===== config.mk =====
export PLATFORM = sky130hd
export DESIGN_NAME = lts_monitor
export DESIGN_NICKNAME = d
export VERILOG_FILES = /design/src/lts_monitor.v
export VERILOG_INCLUDE_DIRS = /design/src
export SDC_FILE = /design/constraint.sdc
export NUM_CORES = 1
export LEC_CHECK = 0
export ABC_AREA = 0
export ABC_CLOCK_PERIOD_IN_PS = 1400
export BUFFER_PORTS_ARGS = -buffer_cell sky130_fd_sc_hd__buf_4
export CORE_MARGIN = 5
export CORE_UTILIZATION = 41
export DETAILED_ROUTE_END_ITERATION = 8
export PLACE_DENSITY = 0.76
export SLEW_MARGIN = 20
export SYNTH_ARGS = -nofsm -noshare
export SYNTH_HDL_FRONTEND = slang
export SYNTH_SLANG_ARGS = --single-unit

===== constraint.sdc =====
create_clock -name pclk -period 1.4 [get_ports pclk]
set_input_delay 0.28 -clock pclk [delete_from_list [all_inputs] [get_ports pclk]]
set_output_delay 0.28 -clock pclk [all_outputs]
set_load 0.05 [all_outputs]

===== src/lts_regs.vh =====
// Register map and field constants for the loop-through monitor select block
//
// Contract
// - Two-bit swing field sets transmit swing 190/275/325/375 mV; resets to 00.
// - While the select field is 00 or 11, monitor select bit 0 routes first input, 1 routes second input.
// - Loop-through driver off after reset; drives only while enable bit is 1.
// - Monitor select field 01 routes first input, 10 routes second input.
// - With second port chosen, port-specific writes update the second copy.
`ifndef LTS_REGS_VH
`define LTS_REGS_VH

// ----------------------------------------------------------------
// Offsets (register index; byte address is four times this)
// ----------------------------------------------------------------
`define LTS_IDX_SWING    8'h4b
`define LTS_IDX_MONA     8'h52
`define LTS_IDX_MONEN    8'h56
`define LTS_IDX_MONB     8'h57
`define LTS_IDX_PORTSEL  8'h80

// ----------------------------------------------------------------
// Reset values and field positions
// ----------------------------------------------------------------
`define LTS_RST_SWING    8'h08
`define LTS_RST_ZERO     8'h00
`define LTS_MONA_BIT     7
`define LTS_MONEN_BIT    3
`define LTS_MONB_HI      2
`define LTS_MONB_LO      1
`define LTS_SEL_FIRST    2'h1
`define LTS_SEL_SECOND   2'h2
`define LTS_PORTSEL_BIT  0

`endif


===== src/lts_monitor.v =====
// APB register slice for output swing and loop-through monitor routing
//
// Added by the designer: the APB interface to the registers.
`timescale 1ns/1ps
`default_nettype none
`include "lts_regs.vh"

module lts_monitor
(
  input  wire        pclk,
  input  wire        presetn,
  input  wire        psel,
  input  wire        penable,
  input  wire        pwrite,
  input  wire [11:0] paddr,
  input  wire [31:0] pwdata,
  output wire        pready,
  output reg  [31:0] prdata,
  output wire        pslverr,
  input  wire        first_serial_input,
  input  wire        second_serial_input,
  output reg         loopthrough_output,
  output reg         loopthrough_output_en,
  output wire [1:0]  swing_first_port,
  output wire [1:0]  swing_second_port
);

  // ----------------------------------------------------------------
  // Register storage
  // ----------------------------------------------------------------
  reg  [7:0] swing0_q;
  reg  [7:0] swing1_q;
  reg        mona_q;
  reg        monen_q;
  reg  [1:0] monb_q;
  reg        port_choose_q;
  reg  [1:0] in0_sync_q;
  reg  [1:0] in1_sync_q;

  wire [7:0] idx     = paddr[9:2];
  wire       wr_en   = psel & penable & pwrite;
  wire       mapped  = (paddr[11:10] == 2'h0) && (paddr[1:0] == 2'h0) &&
                       ((idx == `LTS_IDX_SWING) || (idx == `LTS_IDX_MONA) ||
                        (idx == `LTS_IDX_MONEN) || (idx == `LTS_IDX_MONB) ||
                        (idx == `LTS_IDX_PORTSEL));
  wire       wr_hit  = wr_en & mapped;

  // Zero wait states; unmapped addresses error out
  assign pready  = 1'b1;
  assign pslverr = psel & penable & ~mapped;

  assign swing_first_port  = swing0_q[1:0];
  assign swing_second_port = swing1_q[1:0];

  always @(posedge pclk or negedge presetn)
  begin
    if (!presetn)
    begin
      swing0_q      <= `LTS_RST_SWING;
      swing1_q      <= `LTS_RST_SWING;
      mona_q        <= 1'b0;
      monen_q       <= 1'b0;
      monb_q        <= 2'h0;
      port_choose_q <= 1'b0;
    end
    else if (wr_hit)
    begin
      case (idx)
        `LTS_IDX_SWING:
        begin
          // Upper reserved bits are read-write storage only
          if (port_choose_q)
            swing1_q <= pwdata[7:0];
          else
            swing0_q <= pwdata[7:0];
        end
        `LTS_IDX_MONA:    mona_q        <= pwdata[`LTS_MONA_BIT];
        `LTS_IDX_MONEN:   monen_q       <= pwdata[`LTS_MONEN_BIT];
        `LTS_IDX_MONB:    monb_q        <= pwdata[`LTS_MONB_HI:`LTS_MONB_LO];
        `LTS_IDX_PORTSEL: port_choose_q <= pwdata[`LTS_PORTSEL_BIT];
        default:          port_choose_q <= port_choose_q;
      endcase
    end
  end

  // ----------------------------------------------------------------
  // Read mux; read-only reserved bits return zero
  // ----------------------------------------------------------------
  always @(posedge pclk or negedge presetn)
  begin
    if (!presetn)
      prdata <= 32'h0;
    else if (psel & ~penable & ~pwrite)
    begin
      prdata <= 32'h0;
      case (idx)
        `LTS_IDX_SWING:   prdata[7:0] <= port_choose_q ? swing1_q : swing0_q;
        `LTS_IDX_MONA:    prdata[`LTS_MONA_BIT] <= mona_q;
        `LTS_IDX_MONEN:   prdata[`LTS_MONEN_BIT] <= monen_q;
        `LTS_IDX_MONB:    prdata[`LTS_MONB_HI:`LTS_MONB_LO] <= monb_q;
        `LTS_IDX_PORTSEL: prdata[`LTS_PORTSEL_BIT] <= port_choose_q;
        default:          prdata <= 32'h0;
      endcase
    end
  end

  // ----------------------------------------------------------------
  // Loop-through routing
  // ----------------------------------------------------------------
  // Inputs are asynchronous; two-stage sync before routing
  always @(posedge pclk or negedge presetn)
  begin
    if (!presetn)
    begin
      in0_sync_q            <= 2'h0;
      in1_sync_q            <= 2'h0;
      loopthrough_output    <= 1'b0;
      loopthrough_output_en <= 1'b0;
    end
    else
    begin
      in0_sync_q <= {in0_sync_q[0], first_serial_input};
      in1_sync_q <= {in1_sync_q[0], second_serial_input};
      // Field takes precedence when it holds a legal code; otherwise the bit decides.
      // Software must keep them consistent, so this only matters on misuse.
      if (monb_q == `LTS_SEL_FIRST)
        loopthrough_output <= in0_sync_q[1];
      else if (monb_q == `LTS_SEL_SECOND)
        loopthrough_output <= in1_sync_q[1];
      else
        loopthrough_output <= mona_q ? in1_sync_q[1] : in0_sync_q[1];
      loopthrough_output_en <= monen_q;
    end
  end

endmodule
`default_nettype wire


==> metrics <==
status=complete, but fails checks; failing checks=setup timing; dpl cells=265; Leak Pwr=approximately 1.2 nW; floorplan die height=approximately 77 um; port bufs=41; Top FF cell, synth=dfrtp_1; DRT iter0 DRCs=62; Min-Delay Path Class=input pin to register; H-tree depth=2; number of global-route vias before repair=roughly 1,400; ranking of synthesized cells by area=dfrtp_1 45%, mux2_2 14%, buf_4 12%; Sink Count=35; mux share of post-synthesis cell area=approximately 18%; Starting Density=a little over two fifths; RD Place Congestion=0.7890; Die Width=76.84 um; die area=~5900 um2; Setup WS post-layout=-0.2073 ns; Worst Path Arrival=1.77 ns; synthesized area=1832 um2; Worst VDD drop=roughly 0.46 mV; Worst Setup End Kind=register; RSZ-0062 raised after global routing=yes; maxcap violations=0; clock latency on the worst-skew pair=0.28 ns; pwr dens=853.5 nW/um2; Congestion Overflow GR=0; syn_area_per_cell=11.82 um2; FF+latch count, synth=35; largest net degree at the start of global routing=36; maximum clock path buffer count=2; Nets=273; antenna viol nets, final=0; top-count cell post-synth=dfrtp_1; Power, Total=2.198 mW; drt total wl=around 4.2 mm; I/O pin count=91; final setup fails=17; Clock transition at path regs=0.07 ns; dpl ws=-0.4012 ns; Layout Cells excl Fill=275; total CTS buffers=5; # diodes=0; drt drc=0; first-pass GRT wire length=7.003 mm; Core Box Area=4354 um2; critical path fanouts, max=8; combinational family with the most area after synthesis=multiplexers; Post-synth EDFFs=0; Crit path largest cell delay=0.58 ns; Placement Rows=24; share of cells above drive strength 1=51.12%; initial antenna violation count=0; simple-gate share of the synthesized area=17.08%; Clock Skews=0.003254 ns; Adder-Cell Fraction of Synth Area=0%; Critical-path top delay cell=or4_4; crit path kind=input pin to register; Final period util=114.8%; cell taking the most area after synthesis=dfrtp_1; DR vias=1,351; Final Hold Fails=0; vias per cell=4.913; complex-gate fraction of the synthesized area=about 3.8%; dpl hpwl=3.125 mm; Period minus WS final=1.607 ns; area delta synth->final=40.57%; sequential area share after synthesis=between 40% and 50%; critical path data required time=1.57 ns; Syn. warnings=0; CP most frequent cell=buf_6; crit path cell chain=buf_6, or4_4, nor4_4, buf_6, mux2_4; CTS tree=done; Post-synth top cells=33 x dfrtp_1, 29 x buf_4, 22 x mux2_2; Slew Limit Fails=0; Cells after Synth=approximately 160; async set or reset register ratio after synthesis=100.0%; Post-Synth XOR/XNOR Area=0%; Startpoint Class=input pin; Max Fclk=0.6222 GHz; fillers=roughly 360; drt first pass iters=4; synth unique cells=34; top-area cell type share of the netlist area=45.08%; Root Buffer=clkbuf_8; total track usage=14.68%; wire per inst=15.20 um
[sequential cells by signal, indices dropped and copies added (netlist names)]
signal / count
in0_sync_q: 2
in1_sync_q: 2
loopthrough_output: 1
loopthrough_output_en: 1
mona_q: 1
monb_q: 2
monen_q: 1
port_choose_q: 1
prdata: 8
swing0_q: 8
swing1_q: 8
[final timing paths]
path,start,endpoint,slack (ns),cells after the start
hold / removal,second_serial_input,in1_sync_q[0],0.10,1
setup / recovery,paddr[11],swing0_q[4],-0.21,5
max in group asynchronous,presetn,swing1_q[3],0.59,2
hold reg to reg,in0_sync_q[0],in0_sync_q[1],0.35,0
setup reg to reg,port_choose_q,swing1_q[4],-0.05,4
min in group asynchronous,presetn,swing0_q[4],0.47,2
[kinds of logic (layout without fill, tap and decap cells)]
kind of cell           after synthesis  count (layout)
buffers and inverters               34              79
and+or+nand+nor                     44              44
muxes                               30              30
AOI/OAI and AO/OA                   10              10
DFF                                 35              35
other                                2              25
[critical path, delay by kind of cell]
kind	cells	cell delay, ns
mux	1	0.31
simple gates	2	0.89
buf+inv	2	0.29
[report_power, final]
part	switching (mW)	total (mW)	internal, mW
logic	0.260	0.388	0.129
registers	0.00194	1.02	1.02
clock network	0.340	0.789	0.449
total	0.601	2.20	1.60
[per-stage QoR]
stage | TNS, ns | area (um2) | hold WS (ns) | util, %
detailed placement | -9.739 | 2291 | 0.2565 | 52.61
global placement | -9.232 | 2291 | 0.2515 | 52.61
CTS | -1.828 | 2526 | 0.09391 | 58.02
global route | -3.186 | 2575 | 0.08139 | 59.14
floorplan | -4.785 | 1961 | -0.01559 | -
finish | -2.213 | 2575 | 0.1034 | 59.14
[cell type report]
type,instances,area (um2),area share [%]
Clock buffer,8,100.1,3.887
Inverter,1,3.754,0.1458
Multi-Input combinational cell,109,965.9,37.51
Sequential cell,35,878.3,34.11
Tap cell,52,65.06,2.527
Timing Repair Buffer,70,561.8,21.82
[per-layer routing]
| layer | share of wire (%) | global-route usage (%) | vias to the layer above |
|---|---|---|---|
| met4 | 1.1 | 5.769 | 0 |
| met5 | 0 | 0 | - |
| met2 | 48 | 23.77 | 40 |
| met3 | 5.9 | 4.333 | 5 |
| met1 | 45 | 18.28 | 666 |
| li1 | - | - | 640 |
[cells in the final DEF, fill, tap and decap left out, types with 2 or more instances in the layout]
cell type   n
buf_4      60
buf_6       9
clkbuf_8    7
conb_1     25
dfrtp_1    33
dfstp_2     2
mux2_2      7
mux2_4     15
mux2i_1     8
nand2_1    10
nand3_1     2
nand4_1     8
nor4_4      3
o211ai_1    3
o21ai_0     3
[timing repair]
item,CTS,global route
pin swaps,5,3
endpoints found under the hold margin,33,0
setup buffers,1,1
gates resized for setup,24,11
hold buffers,1,0
endpoints found under the setup margin,20,25
Note: power is estimated with default switching activity, not from simulation.
